## src/adgc_pkg.sv

```systemverilog
package adgc_pkg;

    // Register addresses
    localparam logic [7:0] ADDR_SYSTEM_STATUS   = 8'h00;
    localparam logic [7:0] ADDR_GENERAL_CONTROL = 8'h01;
    localparam logic [7:0] ADDR_OUTPUT_FORMAT   = 8'h02;
    localparam logic [7:0] ADDR_AVERAGING       = 8'h03;
    localparam logic [7:0] ADDR_TIMING_MODE     = 8'h04;
    localparam logic [7:0] ADDR_CHANNEL_FUNC    = 8'h05;
    localparam logic [7:0] ADDR_PIN_DIRECTION   = 8'h07;

    // Reset values
    localparam logic [7:0] RST_CONFIG           = 8'h00;
    localparam logic       RST_BROWNOUT         = 1'b1;

    // Status register fields
    localparam int         STAT_ALWAYS_ONE_BIT  = 7;
    localparam int         STAT_AVG_DONE_BIT    = 3;
    localparam int         STAT_BROWNOUT_BIT    = 0;

    // General control fields
    localparam int         GEN_TRIGGER_BIT      = 3;
    localparam int         GEN_FORCE_BIT        = 2;
    localparam int         GEN_CAL_BIT          = 1;
    localparam int         GEN_SWRST_BIT        = 0;

    // Output format fields
    localparam int         FMT_FIXED_BIT        = 7;
    localparam int         FMT_TAG_HI           = 5;
    localparam int         FMT_TAG_LO           = 4;
    localparam logic [1:0] TAG_NONE             = 2'h0;
    localparam logic [1:0] TAG_CHANNEL_ID       = 2'h1;
    localparam logic [11:0] FIXED_PATTERN_CODE  = 12'ha5a;

    // Averaging and timing fields
    localparam int         AVG_HI               = 2;
    localparam int         AVG_LO               = 0;
    localparam int         OSC_CHOICE_BIT       = 4;
    localparam int         DIV_HI               = 3;
    localparam int         DIV_LO               = 0;

    // Software reset state machine
    typedef enum logic [1:0] {
        SWRST_IDLE = 2'b01,
        SWRST_BUSY = 2'b10
    } adgc_swrst_type;

endpackage
```

## src/adgc_config_regs.sv

```systemverilog
`timescale 1ns/1ps
module adgc_config_regs
    import adgc_pkg::*;
#(
    parameter int CHANNELS = 8
) (
    // Clock and reset
    input  wire logic                  ref_clk,
    input  wire logic                  sys_rst,
    // Register access port from the serial front end
    input  wire logic [7:0]            reg_addr,
    input  wire logic                  reg_wr,
    input  wire logic [7:0]            reg_wdata,
    input  wire logic                  reg_rd,
    output logic      [7:0]            reg_rdata,
    output logic                       reg_rvalid,
    // Converter core
    output logic                       conversion_trigger,
    output logic                       cal_start,
    input  wire logic                  cal_done,
    input  wire logic                  avg_busy,
    input  wire logic                  avg_ready,
    input  wire logic                  brownout_event,
    input  wire logic                  conv_valid,
    input  wire logic [11:0]           conv_data,
    input  wire logic [3:0]            conv_channel_id,
    output logic      [15:0]           out_data,
    output logic                       out_valid,
    output logic                       out_has_tag,
    // Timing and averaging settings
    output logic      [2:0]            averaging_ratio,
    output logic      [7:0]            avg_samples,
    output logic                       oscillator_choice,
    output logic      [3:0]            speed_divider,
    // Channel configuration, after the force override
    output logic      [CHANNELS-1:0]   channel_is_gpio,
    output logic      [CHANNELS-1:0]   gpio_is_output
);

    logic                  force_analog_all;
    logic                  cal_active;
    logic                  fixed_pattern_out;
    logic [1:0]            tag_mode;
    logic [CHANNELS-1:0]   channel_function_map;
    logic [CHANNELS-1:0]   digital_pin_direction_map;
    logic                  averaging_complete_flag;
    logic                  brownout_flag;
    adgc_swrst_type        swrst_state;
    logic                  swrst_apply;

    // Writes are not taken while a soft reset is being applied
    logic wr_ok;
    assign wr_ok       = reg_wr && (swrst_state == SWRST_IDLE);
    assign swrst_apply = (swrst_state == SWRST_BUSY);

    // One strobe per register; unmapped addresses raise none
    logic wr_status;
    logic wr_general;
    logic wr_format;
    logic wr_averaging;
    logic wr_timing;
    logic wr_func_map;
    logic wr_dir_map;
    assign wr_status    = wr_ok && (reg_addr == ADDR_SYSTEM_STATUS);
    assign wr_general   = wr_ok && (reg_addr == ADDR_GENERAL_CONTROL);
    assign wr_format    = wr_ok && (reg_addr == ADDR_OUTPUT_FORMAT);
    assign wr_averaging = wr_ok && (reg_addr == ADDR_AVERAGING);
    assign wr_timing    = wr_ok && (reg_addr == ADDR_TIMING_MODE);
    assign wr_func_map  = wr_ok && (reg_addr == ADDR_CHANNEL_FUNC);
    assign wr_dir_map   = wr_ok && (reg_addr == ADDR_PIN_DIRECTION);

    // Soft reset: one cycle to clear, bit reads one until done
    always_ff @(posedge ref_clk or posedge sys_rst) begin
        if (sys_rst) begin
            swrst_state <= SWRST_IDLE;
        end else begin
            case (swrst_state)
                SWRST_IDLE: begin
                    if (wr_ok && reg_addr == ADDR_GENERAL_CONTROL
                        && reg_wdata[GEN_SWRST_BIT]) begin
                        swrst_state <= SWRST_BUSY;
                    end
                end
                SWRST_BUSY: begin
                    swrst_state <= SWRST_IDLE;
                end
                default: begin
                    swrst_state <= SWRST_IDLE;
                end
            endcase
        end
    end

    // Conversion trigger is a pulse only, never stored
    always_ff @(posedge ref_clk or posedge sys_rst) begin
        if (sys_rst) begin
            conversion_trigger <= 1'b0;
        end else begin
            conversion_trigger <= wr_ok && reg_addr == ADDR_GENERAL_CONTROL
                                  && reg_wdata[GEN_TRIGGER_BIT];
        end
    end

    // General control stored fields
    always_ff @(posedge ref_clk or posedge sys_rst) begin
        if (sys_rst) begin
            force_analog_all <= RST_CONFIG[GEN_FORCE_BIT];
            cal_active       <= RST_CONFIG[GEN_CAL_BIT];
            cal_start        <= 1'b0;
        end else begin
            cal_start <= 1'b0;
            if (swrst_apply) begin
                force_analog_all <= RST_CONFIG[GEN_FORCE_BIT];
                cal_active       <= RST_CONFIG[GEN_CAL_BIT];
            end else begin
                if (wr_general) begin
                    force_analog_all <= reg_wdata[GEN_FORCE_BIT];
                end
                // A finish is never lost to a same-cycle write
                if (cal_active && cal_done) begin
                    cal_active <= 1'b0;
                end else if (wr_general && reg_wdata[GEN_CAL_BIT] && !cal_active) begin
                    cal_active <= 1'b1;
                    cal_start  <= 1'b1;
                end
            end
        end
    end

    // Output format; only defined fields are stored
    always_ff @(posedge ref_clk or posedge sys_rst) begin
        if (sys_rst) begin
            fixed_pattern_out <= RST_CONFIG[FMT_FIXED_BIT];
            tag_mode          <= RST_CONFIG[FMT_TAG_HI:FMT_TAG_LO];
        end else if (swrst_apply) begin
            fixed_pattern_out <= RST_CONFIG[FMT_FIXED_BIT];
            tag_mode          <= RST_CONFIG[FMT_TAG_HI:FMT_TAG_LO];
        end else if (wr_format) begin
            fixed_pattern_out <= reg_wdata[FMT_FIXED_BIT];
            tag_mode          <= reg_wdata[FMT_TAG_HI:FMT_TAG_LO];
        end
    end

    // Averaging ratio
    always_ff @(posedge ref_clk or posedge sys_rst) begin
        if (sys_rst) begin
            averaging_ratio <= RST_CONFIG[AVG_HI:AVG_LO];
        end else if (swrst_apply) begin
            averaging_ratio <= RST_CONFIG[AVG_HI:AVG_LO];
        end else if (wr_averaging) begin
            averaging_ratio <= reg_wdata[AVG_HI:AVG_LO];
        end
    end

    // Oscillator and sampling speed
    always_ff @(posedge ref_clk or posedge sys_rst) begin
        if (sys_rst) begin
            oscillator_choice <= RST_CONFIG[OSC_CHOICE_BIT];
            speed_divider     <= RST_CONFIG[DIV_HI:DIV_LO];
        end else if (swrst_apply) begin
            oscillator_choice <= RST_CONFIG[OSC_CHOICE_BIT];
            speed_divider     <= RST_CONFIG[DIV_HI:DIV_LO];
        end else if (wr_timing) begin
            oscillator_choice <= reg_wdata[OSC_CHOICE_BIT];
            speed_divider     <= reg_wdata[DIV_HI:DIV_LO];
        end
    end

    // Channel function map
    always_ff @(posedge ref_clk or posedge sys_rst) begin
        if (sys_rst) begin
            channel_function_map <= RST_CONFIG[CHANNELS-1:0];
        end else if (swrst_apply) begin
            channel_function_map <= RST_CONFIG[CHANNELS-1:0];
        end else if (wr_func_map) begin
            channel_function_map <= reg_wdata[CHANNELS-1:0];
        end
    end

    // Pin direction map
    always_ff @(posedge ref_clk or posedge sys_rst) begin
        if (sys_rst) begin
            digital_pin_direction_map <= RST_CONFIG[CHANNELS-1:0];
        end else if (swrst_apply) begin
            digital_pin_direction_map <= RST_CONFIG[CHANNELS-1:0];
        end else if (wr_dir_map) begin
            digital_pin_direction_map <= reg_wdata[CHANNELS-1:0];
        end
    end

    // Averaging flag: a hardware set beats a same-cycle clear
    always_ff @(posedge ref_clk or posedge sys_rst) begin
        if (sys_rst) begin
            averaging_complete_flag <= 1'b0;
        end else if (avg_ready) begin
            averaging_complete_flag <= 1'b1;
        end else if (avg_busy || swrst_apply) begin
            averaging_complete_flag <= 1'b0;
        end else if (wr_status && reg_wdata[STAT_AVG_DONE_BIT]) begin
            averaging_complete_flag <= 1'b0;
        end
    end

    // Brown-out flag survives a soft reset
    always_ff @(posedge ref_clk or posedge sys_rst) begin
        if (sys_rst) begin
            brownout_flag <= RST_BROWNOUT;
        end else if (brownout_event) begin
            brownout_flag <= 1'b1;
        end else if (wr_status && reg_wdata[STAT_BROWNOUT_BIT]) begin
            brownout_flag <= 1'b0;
        end
    end

    // Read mux; trigger never reads back, unmapped reads give zero
    logic [7:0] next_rdata;
    always_comb begin
        next_rdata = 8'h00;
        if (reg_addr == ADDR_SYSTEM_STATUS) begin
            next_rdata[STAT_ALWAYS_ONE_BIT] = 1'b1;
            next_rdata[STAT_AVG_DONE_BIT]   = averaging_complete_flag;
            next_rdata[STAT_BROWNOUT_BIT]   = brownout_flag;
        end else if (reg_addr == ADDR_GENERAL_CONTROL) begin
            next_rdata[GEN_FORCE_BIT] = force_analog_all;
            next_rdata[GEN_CAL_BIT]   = cal_active;
            next_rdata[GEN_SWRST_BIT] = swrst_apply;
        end else if (reg_addr == ADDR_OUTPUT_FORMAT) begin
            next_rdata[FMT_FIXED_BIT]         = fixed_pattern_out;
            next_rdata[FMT_TAG_HI:FMT_TAG_LO] = tag_mode;
        end else if (reg_addr == ADDR_AVERAGING) begin
            next_rdata[AVG_HI:AVG_LO] = averaging_ratio;
        end else if (reg_addr == ADDR_TIMING_MODE) begin
            next_rdata[OSC_CHOICE_BIT] = oscillator_choice;
            next_rdata[DIV_HI:DIV_LO]  = speed_divider;
        end else if (reg_addr == ADDR_CHANNEL_FUNC) begin
            next_rdata[CHANNELS-1:0] = channel_function_map;
        end else if (reg_addr == ADDR_PIN_DIRECTION) begin
            next_rdata[CHANNELS-1:0] = digital_pin_direction_map;
        end
    end

    always_ff @(posedge ref_clk or posedge sys_rst) begin
        if (sys_rst) begin
            reg_rdata  <= 8'h00;
            reg_rvalid <= 1'b0;
        end else begin
            reg_rvalid <= reg_rd;
            if (reg_rd) begin
                reg_rdata <= next_rdata;
            end
        end
    end

    // Output data formatting; tag rides in the low nibble
    always_ff @(posedge ref_clk or posedge sys_rst) begin
        if (sys_rst) begin
            out_data    <= 16'h0000;
            out_valid   <= 1'b0;
            out_has_tag <= 1'b0;
        end else begin
            out_valid <= conv_valid;
            if (conv_valid) begin
                if (fixed_pattern_out) begin
                    out_data    <= {FIXED_PATTERN_CODE, 4'h0};
                    out_has_tag <= 1'b0;
                end else if (tag_mode == TAG_CHANNEL_ID) begin
                    out_data    <= {conv_data, conv_channel_id};
                    out_has_tag <= 1'b1;
                end else begin
                    out_data    <= {conv_data, 4'h0};
                    out_has_tag <= 1'b0;
                end
            end
        end
    end

    // Samples per result: code 0 means a single sample
    always_comb begin
        avg_samples = 8'h01 << averaging_ratio;
    end

    // Force override wins over both maps
    always_comb begin
        channel_is_gpio = force_analog_all ? '0 : channel_function_map;
        gpio_is_output  = channel_is_gpio & digital_pin_direction_map;
    end

endmodule // adgc_config_regs

```

## config.mk

```make
export PLATFORM = sky130hd
export DESIGN_NAME = adgc_config_regs
export DESIGN_NICKNAME = d
export VERILOG_FILES = /design/src/adgc_pkg.sv /design/src/adgc_config_regs.sv
export SDC_FILE = /design/constraint.sdc
export NUM_CORES = 1
export LEC_CHECK = 0
export BUFFER_PORTS_ARGS = -buffer_cell sky130_fd_sc_hd__buf_2
export CORE_UTILIZATION = 50
export DETAILED_ROUTE_END_ITERATION = 7
export PLACE_DENSITY = 0.8
export SYNTH_ARGS = -nofsm -noshare
export SYNTH_HDL_FRONTEND = slang
export SYNTH_SLANG_ARGS = --single-unit
```

## constraint.sdc

```tcl
create_clock -name ref_clk -period 2.2 [get_ports ref_clk]
set_input_delay 0 -clock ref_clk [delete_from_list [all_inputs] [get_ports ref_clk]]
set_output_delay 0 -clock ref_clk [all_outputs]
set_load 0.005 [all_outputs]
```

==> impl_metrics.csv, run 1 <==
group,metric,value,unit
yosys,yosys-top-cells-area,"dfrtp_1 51%, mux2i_1 10%, nor2_1 4.5%",
sta,rsz0062_at_grt,"no",
yosys,ys_ff_latch,62,
worst_setup_path,crit_path_max_fanout,9,
sta,clock_skew,6.47,ps
final_layout,area_growth,35.7,%
final_layout,fin_area,0.00403,mm2
floorplan,die_w,79.1,um
yosys,yosysTopAreaCellShare,50.5,%
sta,slew_viol_final,0,
clock_network,cts_tree,"done",
worst_setup_path,critPathCaptureType,"register",
place,place_ws,384,ps
grt,grtUsageTotal,27.3,%
floorplan,core-area,0.00561,mm2
clock_network,cts_root_buf,"clkbuf_8",
drt,detail-route-antenna-nets,0,
yosys,syn-instance-count,264,
place,place_congestion,0.791,
yosys,syn_nets,305,
clock_network,cts_sinks,62,
drt,drc_errors,0,
sta,worst_slack,295,ps
clock_network,cts_resized,0,
place,placed_area,0.00355,mm2
outcome,outcome,"completed",
sta,worstMarginPinSlew,591,ps
sta,finalSetupViolations,0,
worst_setup_path,worstSetupStartpointType,"input pin",
yosys,yosysWarnings,0,
clock_network,cts_buffers,9,
yosys,ys.flop_type,"dfrtp_1",
yosys,synth_area_per_cell,11.3,um2
min_path,hold_class,"in2reg",
grt,antenna_found_initial,0,
yosys,synthArstFlopShare,100,%
drt,vias,2633,
worst_setup_path,cp.required,2430,ps
clock_network,clk_path_buf_depth,2,
final_layout,diodes,0,
yosys,syn_area,0.00297,mm2
sta,period_share,86.6,%
final_layout,utilization,71.9,%
floorplan,die_area,0.00625,mm2
job,max_cap_viol_count,0,
final_layout,nNetsFinal,438,
sta,timing.fmax,525,MHz
sta,finalSetupTns,0,ps
drt,drt-pass1-iter-count,4,
floorplan,pin_count,102,
drt,wire_per_inst,16.8,um
place,io_buffers,101,
yosys,synth-edff-count,0,
sta,fin_hold_ws,102,ps
power_and_ir_drop,power_density,594,mW/mm2
worst_setup_path,worstSetupPathType,"in2reg",
yosys,yosysUniqueCellTypes,48,
sta,min_period,1910,ps
final_layout,layout_commonest_cell,"buf_2",
clock_network,path_clk_slew,70,ps
floorplan,initial_core_util,53.0,%
grt,overflow,0,
grt,grt_pass1_wl,12600,um
floorplan,rows,27,
drt,totalWireLength,7950,um
drt,viasPerCell,5.55,
clock_network,h-tree-depth,3,
power_and_ir_drop,power_leakage,2.06,nW
worst_setup_path,cp.arrival,2130,ps
final_layout,drive_gt1_share,34.8,%
yosys,ys_seq_area_share,52.3,%
grt,grt_pass1_vias,2551,
drt,drtIter0Drc,143,
floorplan,die_height,79.1,um
sta,finalHoldViolations,0,
final_layout,layout_common_cells,"101 x buf_2, 60 x dfrtp_1, 36 x nor2_1",
power_and_ir_drop,ir_worst_vdd,0.511,mV
clock_network,worstSkewPairLatency,340,ps
yosys,synth_top_area_cell,"dfrtp_1",
sta,max-slew-margin-rel,60.6,%
place,dpl.hpwl,5150,um
grt,grt_max_degree,37,
==> logic make-up (layout without fill, tap and decap cells) <==
group / after synthesis / in the layout / share of synthesized area (%)
muxes: 37 / 37 / 12.7
buffers and inverters: 23 / 161 / 3.20
AOI/OAI and AO/OA: 42 / 42 / 11.2
and+or+nand+nor: 100 / 100 / 20.6
DFF: 62 / 62 / 52.3
==> cell type report <==
class / count / area, um2
Sequential cell: 62 / 1550
Clock buffer: 9 / 124
Multi-Input combinational cell: 179 / 1320
Inverter: 7 / 26.3
Timing Repair Buffer: 138 / 873
Fill cell: 423 / 1580
Clock inverter: 7 / 41.3
Tap cell: 72 / 90.1
==> metrics by stage <==
step	cells	power [mW]
2_1_floorplan	264	1.39
3_3_place_gp	427	1.51
3_5_place_dp	427	1.52
4_1_cts	474	2.41
5_1_grt	474	2.50
6_report	474	2.39
==> final timing paths <==
check / start / endpoint / slack (ps) / depth (start not counted)
max: reg_addr[5] / averaging_complete_flag / 290 / 6
min: reg_addr[2] / reg_rdata[6] / 100 / 3
max reg2reg: swrst_state[0] / speed_divider[1] / 350 / 4
min reg2reg: out_data[14] / out_data[14] / 490 / 1
max in group asynchronous: sys_rst / brownout_flag / 1280 / 4
min in group asynchronous: sys_rst / channel_function_map[4] / 270 / 3
==> metal layers <==
| layer | GRT usage (%) | wire [um] | vias up |
|---|---|---|---|
| met1 | 34.3 | 3320 | 1314 |
| li1 | - | - | 1214 |
| met2 | 44.9 | 3980 | 94 |
| met5 | 0 | 0 | - |
| met3 | 7.13 | 512 | 11 |
| met4 | 10.4 | 138 | 0 |
==> what timing repair did <==
item	in CTS	in global routing
endpoints found under the hold margin	64	0
setup endpoints to repair	0	0
hold buffers	31	0
setup buffers	0	0
==> registers in the layout, indices dropped and copies added (netlist names), 2 cells and up <==
signal	flops
speed_divider	4
tag_mode	2
out_data	16
channel_function_map	8
averaging_ratio	3
swrst_state	2
digital_pin_direction_map	8
reg_rdata	8
==> Yosys cell counts (3+ instances only) <==
cell and number:
dfrtp_1 60, nor2_1 36, mux2i_1 31, nor2b_1 17, a22o_1 12, clkbuf_1 11
and2_1 10, inv_1 7, mux2_2 6, o22a_1 6, and3b_1 4, nand2_1 4
a41oi_1 3, buf_1 3, nand3_1 3, nand4_1 3, nor3b_1 3, nor4_4 3
o21ai_0 3
==> worst max-delay path, stage by stage <==
cell and delay (ps):
buf_2 100, or4_4 640, nor2_1 410, nand4_1 180, a41o_1 270, dlygate4sd3_1 550
==> report_power, final <==
part / internal [mW] / switching, mW / total [mW] / leakage (nW)
registers: 1.19 / 0.0441 / 1.24 / 0.815
logic: 0.157 / 0.157 / 0.314 / 1.15
clock network: 0.399 / 0.444 / 0.843 / 0.0885
(Power assumes the default switching activity.)
==> run 2: changes to the inputs <==
--- a/config.mk
+++ b/config.mk
@@ -6,9 +6,8 @@
 export NUM_CORES = 1
 export LEC_CHECK = 0
 export BUFFER_PORTS_ARGS = -buffer_cell sky130_fd_sc_hd__buf_2
-export CORE_UTILIZATION = 50
+export CORE_UTILIZATION = 35
 export DETAILED_ROUTE_END_ITERATION = 7
-export PLACE_DENSITY = 0.8
 export SYNTH_ARGS = -nofsm -noshare
 export SYNTH_HDL_FRONTEND = slang
 export SYNTH_SLANG_ARGS = --single-unit
==> run 2 against run 1 <==
Against the previous run: register-to-register slack about the same; hold slack got worse by 86 ps; largest cell class unchanged; highest routed layer unchanged; final area increased by 0.53%; critical endpoint unchanged; largest power group unchanged.
==> impl_metrics.csv, run 2 (same netlist as run 1, synthesis figures left out) <==
group,metric,value,unit
outcome,outcome,"completed",
place,dpl.hpwl,5400,um
grt,grtUsageTotal,18.2,%
drt,wire_per_inst,15.5,um
worst_setup_path,cp.required,2410,ps
power_and_ir_drop,power_density,596,mW/mm2
clock_network,h-tree-depth,3,
clock_network,cts_sinks,62,
drt,drtIter0Drc,112,
drt,vias,2496,
grt,grt_max_degree,38,
final_layout,nNetsFinal,435,
floorplan,pin_count,102,
drt,detail-route-antenna-nets,0,
sta,max-slew-margin-rel,60.8,%
sta,slew_viol_final,0,
final_layout,largest_reg_flops,16,
clock_network,cts_buffers,9,
worst_setup_path,rrSetupSlack,360,ps
floorplan,core-area,0.00822,mm2
grt,grt_pass1_wl,12200,um
clock_network,cts_resized,0,
grt,antenna_found_initial,0,
sta,clock_skew,5.80,ps
floorplan,rows,33,
clock_network,path_clk_slew,70,ps
min_path,min_to,"digital_pin_direction_map[1]",
power_and_ir_drop,ir_worst_vdd,0.341,mV
clock_network,cts_tree,"done",
sta,period_share,88.3,%
worst_setup_path,cp.arrival,2160,ps
drt,viasPerCell,4.95,
sta,worst_slack,258,ps
grt,overflow,0,
worst_setup_path,worstSetupPathType,"in2reg",
drt,totalWireLength,7810,um
floorplan,die_height,94.1,um
final_layout,area_growth,36.4,%
worst_setup_path,rr_endpoint,"digital_pin_direction_map[5]",
drt,drt-pass1-iter-count,4,
drt,drc_errors,0,
sta,worstMarginPinSlew,587,ps
place,io_buffers,101,
clock_network,cts_root_buf,"clkbuf_8",
worst_setup_path,r2r_start,"swrst_state[0]",
sta,finalSetupViolations,0,
sta,timing.fmax,515,MHz
worst_setup_path,crit_path_max_fanout,9,
clock_network,clk_path_buf_depth,2,
min_path,hold_path_depth,3,
power_and_ir_drop,total_power,2.42,mW
sta,finalSetupTns,0,ps
floorplan,die_w,94.1,um
grt,grt_pass1_vias,2336,
final_layout,diodes,0,
final_layout,utilization,49.3,%
floorplan,initial_core_util,36.2,%
worst_setup_path,critPathCaptureType,"register",
final_layout,layout_commonest_cell,"buf_2",
final_layout,drive_gt1_share,35.1,%
final_layout,register_area,0.00155,mm2
worst_setup_path,rr_worst_depth,5,
place,place_congestion,0.750,
final_layout,layout_common_cells,"101 x buf_2, 60 x dfrtp_1, 36 x nor2_1",
min_path,min_from,"reg_wdata[1]",
sta,finalHoldViolations,0,
power_and_ir_drop,power_leakage,2.04,nW
worst_setup_path,worstSetupStartpointType,"input pin",
job,max_cap_viol_count,0,
final_layout,largest-register,"out_data",
final_layout,final_cells,504,
sta,rsz0062_at_grt,"no",
final_layout,multi_input_area,0.00132,mm2
clock_network,worstSkewPairLatency,340,ps
final_layout,nFillCells,801,
place,place_ws,380,ps
min_path,hold_class,"in2reg",
floorplan,die_area,0.00886,mm2
place,dpl.cell_count,460,
sta,min_period,1940,ps
==> run 2: changes by cell type in the layout (fill, tap and decap cells not counted), sizes merged <==
cell	before	now
clkinv	6	3
dlygate4sd3	31	28
clkinvlp	1	3
clkbuf	9	10
==> run 2: through the flow <==
stage / hold WS [ps] / cell area [um2]
2_1_floorplan: 31.4 / 2970
3_3_place_gp: 91.6 / 3600
3_5_place_dp: 99.2 / 3600
4_1_cts: 4.84 / 4050
5_1_grt: 9.38 / 4050
6_report: 16.0 / 4050
==> run 2: metal layers <==
metal	part of all wire, %	global-route usage, %
met4	1.0	6.03
met5	0	0
met2	46	27.1
met1	48	26.0
met3	4.7	4.13
==> run 2: cell type report <==
| cell class | count | share of cell area, % |
|---|---|---|
| Clock buffer | 10 | 3.40 |
| Clock inverter | 6 | 0.926 |
| Inverter | 7 | 0.649 |
| Multi-Input combinational cell | 179 | 32.6 |
| Sequential cell | 62 | 38.4 |
| Tap cell | 105 | 3.24 |
| Timing Repair Buffer | 135 | 20.8 |
==> run 2: worst max-delay path, stage by stage <==
cell and delay [ps]:
buf_2 100, or4_4 630, nor2_1 430, nand4_1 180, a41o_1 260, dlygate4sd3_1 550
==> run 2: what timing repair did <==
action,in CTS,in global routing
hold endpoints to repair,60,0
hold buffers,28,0
endpoints found under the setup margin,0,0
buffers inserted,0,0
==> run 2: worst max path at each step <==
stage | start | endpoint | slack, ps | depth (start not counted)
floorplan | swrst_state[0] | channel_function_map[0] | 440 | 4
global placement | swrst_state[0] | speed_divider[1] | 410 | 4
detailed placement | swrst_state[0] | digital_pin_direction_map[5] | 380 | 5
CTS | reg_addr[5] | averaging_complete_flag | 290 | 6
global route | reg_addr[5] | averaging_complete_flag | 200 | 6
finish | reg_addr[5] | averaging_complete_flag | 260 | 6
==> run 2: power breakdown <==
group | internal, mW | total, mW | switching [mW]
Combinational | 0.153 | 0.303 | 0.150
Sequential | 1.19 | 1.24 | 0.0430
Clock | 0.432 | 0.878 | 0.445
==> run 3: changes to the inputs <==
--- a/config.mk
+++ b/config.mk
@@ -8,6 +8,7 @@
 export BUFFER_PORTS_ARGS = -buffer_cell sky130_fd_sc_hd__buf_2
 export CORE_UTILIZATION = 35
 export DETAILED_ROUTE_END_ITERATION = 7
+export MAX_ROUTING_LAYER = met4
 export SYNTH_ARGS = -nofsm -noshare
 export SYNTH_HDL_FRONTEND = slang
 export SYNTH_SLANG_ARGS = --single-unit
==> constraint.sdc (replaced) <==
create_clock -name ref_clk -period 2.2 [get_ports ref_clk]
set_input_delay 0 -clock ref_clk [delete_from_list [all_inputs] [get_ports ref_clk]]
set_output_delay 0 -clock ref_clk [all_outputs]
set_load 0.1 [all_outputs]
==> run 3 against run 2 <==
Against the previous run: utilization grew 1.0 points; via count increased by 2.7%; fmax increased by 1.1%; clock power increased by 8.2%; clock skew up 1.1 ps; final area up 2.1%; die area is the same; worst setup slack improved by 22 ps.
==> impl_metrics.csv, run 3 (same netlist as run 1, synthesis figures left out) <==
group,metric,value,unit
power_and_ir_drop,seqPwrFrac,43.5,%
place,placed_area,0.00365,mm2
final_layout,layout_commonest_cell,"buf_2",
drt,detail-route-antenna-nets,0,
clock_network,h-tree-depth,3,
worst_setup_path,critPathCaptureType,"register",
floorplan,core-area,0.00822,mm2
sta,period_share,87.3,%
power_and_ir_drop,power_density,689,mW/mm2
drt,drt-pass1-iter-count,4,
sta,slew_viol_final,0,
power_and_ir_drop,p_int,1.87,mW
clock_network,post_cts_buffers,0,
min_path,hold_class,"in2reg",
final_layout,largest_reg_flops,16,
grt,grt_pass1_vias,2408,
sta,timing.fmax,521,MHz
sta,finalSetupTns,0,ps
worst_setup_path,crit_path_max_fanout,9,
clock_network,cts_tree,"done",
worst_setup_path,slowest_stage,"or4_4",
place,dpl.hpwl,5470,um
drt,drtIter0Drc,124,
power_and_ir_drop,p_switching,981,uW
floorplan,rows,33,
worst_setup_path,critPathTopFamily,"simple AND/OR/NAND/NOR gates",
final_layout,area_growth,39.2,%
grt,grt_pass1_wl,12400,um
worst_setup_path,worstSetupStartpointType,"input pin",
outcome,outcome,"completed",
power_and_ir_drop,ir_worst_vdd,0.334,mV
final_layout,largest-register,"out_data",
floorplan,die_height,94.1,um
final_layout,nFillCells,775,
grt,grtUsageTotal,19.0,%
power_and_ir_drop,power_leakage,2.08,nW
worst_setup_path,cp.arrival,2140,ps
power_and_ir_drop,power_switching_share,34.4,%
sta,finalSetupViolations,0,
clock_network,clk_path_buf_depth,2,
sta,max-slew-margin-rel,58.4,%
worst_setup_path,rrSetupSlack,350,ps
place,place_congestion,0.783,
clock_network,cts_sinks,62,
power_and_ir_drop,p_comb_share,23.2,%
worst_setup_path,path_buf_inv,2,
floorplan,die_w,94.1,um
place,dpl.cell_count,463,
floorplan,initial_core_util,36.2,%
drt,drc_errors,0,
drt,vias,2563,
power_and_ir_drop,p_clk_share,33.3,%
grt,grt_max_degree,30,
clock_network,worstSkewPairLatency,340,ps
final_layout,fin_area,0.00414,mm2
final_layout,layout_common_cells,"101 x buf_2, 59 x dfrtp_1, 35 x nor2_1",
sta,worstMarginPinSlew,624,ps
grt,overflow,0,
final_layout,nNetsFinal,440,
sta,rsz0062_at_grt,"no",
sta,fin_hold_ws,16.5,ps
sta,clock_skew,6.91,ps
drt,wl_met2,3450,um
worst_setup_path,cp_cell_sequence,"buf_2 > or4_4 > nor2_1 > nand4_1 > a41o_1 > dlygate4sd3_1",
worst_setup_path,cp.required,2420,ps
clock_network,cts_buffers,9,
drt,top_layer,"met4",
worst_setup_path,worstSetupPathType,"in2reg",
drt,wl_met1,3820,um
grt,antenna_found_initial,0,
drt,viasPerCell,5.04,
drt,wl_met3,356,um
clock_network,cts_root_buf,"clkbuf_8",
final_layout,diodes,0,
sta,finalHoldViolations,0,
place,io_buffers,101,
clock_network,path_clk_slew,70,ps
floorplan,die_area,0.00886,mm2
drt,totalWireLength,7710,um
worst_setup_path,critPathMaxStageDelay,640,ps
drt,wire_per_inst,15.1,um
sta,min_period,1920,ps
final_layout,drive_gt1_share,36.4,%
job,max_cap_viol_count,0,
floorplan,pin_count,102,
final_layout,final_cells,509,
==> run 3: what timing repair did <==
action	in CTS	in global routing
endpoints found under the hold margin	62	0
hold buffers	30	0
resized for setup	0	0
==> run 3: metrics by stage <==
step / setup slack [ps] / util, % / total power [mW]
6_report: 280 / 50.3 / 2.85
4_1_cts: 303 / 50.3 / 2.88
3_3_place_gp: 398 / 44.5 / 1.88
3_5_place_dp: 372 / 44.5 / 1.88
2_1_floorplan: -538 / - / 1.74
5_1_grt: 155 / 50.3 / 2.97
==> run 3: layout make-up <==
type                       instances  area [um2]  share of cell area (%)
multi-input combinational        179        1370                    33.1
clock buffer                      11         131                    3.18
inverter                           7        26.3                   0.635
clock inverter                     5        50.0                    1.21
sequential                        62        1560                    37.6
timing repair buffer             140         873                    21.1
tap                              105         131                    3.18
==> run 3: final timing paths <==
| kind | end | from | cells past startpoint |
|---|---|---|---|
| setup reg to reg | digital_pin_direction_map[3] | swrst_state[0] | 5 |
| max in group asynchronous | brownout_flag | sys_rst | 4 |
| hold / removal | averaging_ratio[1] | reg_wdata[1] | 3 |
| setup / recovery | averaging_complete_flag | reg_addr[5] | 6 |
| hold reg to reg | out_has_tag | out_has_tag | 1 |
| min in group asynchronous | channel_function_map[6] | sys_rst | 3 |
==> run 3: worst reg2reg max path, cell delays in order (launching register included) <==
cell      delay, ps
dfstp_2         550
nand3b_1        280
nor4_4          410
buf_4           250
mux2i_1         200
nor2_1           50
==> run 3: power by group through the flow <==
stage | Clock (mW) | Sequential (mW) | Combinational [mW]
2_1_floorplan | 0 | 1.50 | 0.245
3_3_place_gp | 0 | 1.26 | 0.619
3_5_place_dp | 0 | 1.26 | 0.623
4_1_cts | 0.973 | 1.24 | 0.666
5_1_grt | 1.02 | 1.25 | 0.698
6_report | 0.950 | 1.24 | 0.662
==> run 3: per-layer routing <==
metal | vias to the layer above | global-route usage [%]
met4 | 0 | 7.31
met3 | 8 | 2.67
met2 | 68 | 26.7
met1 | 1272 | 27.4
met5 | - | -
li1 | 1215 | -
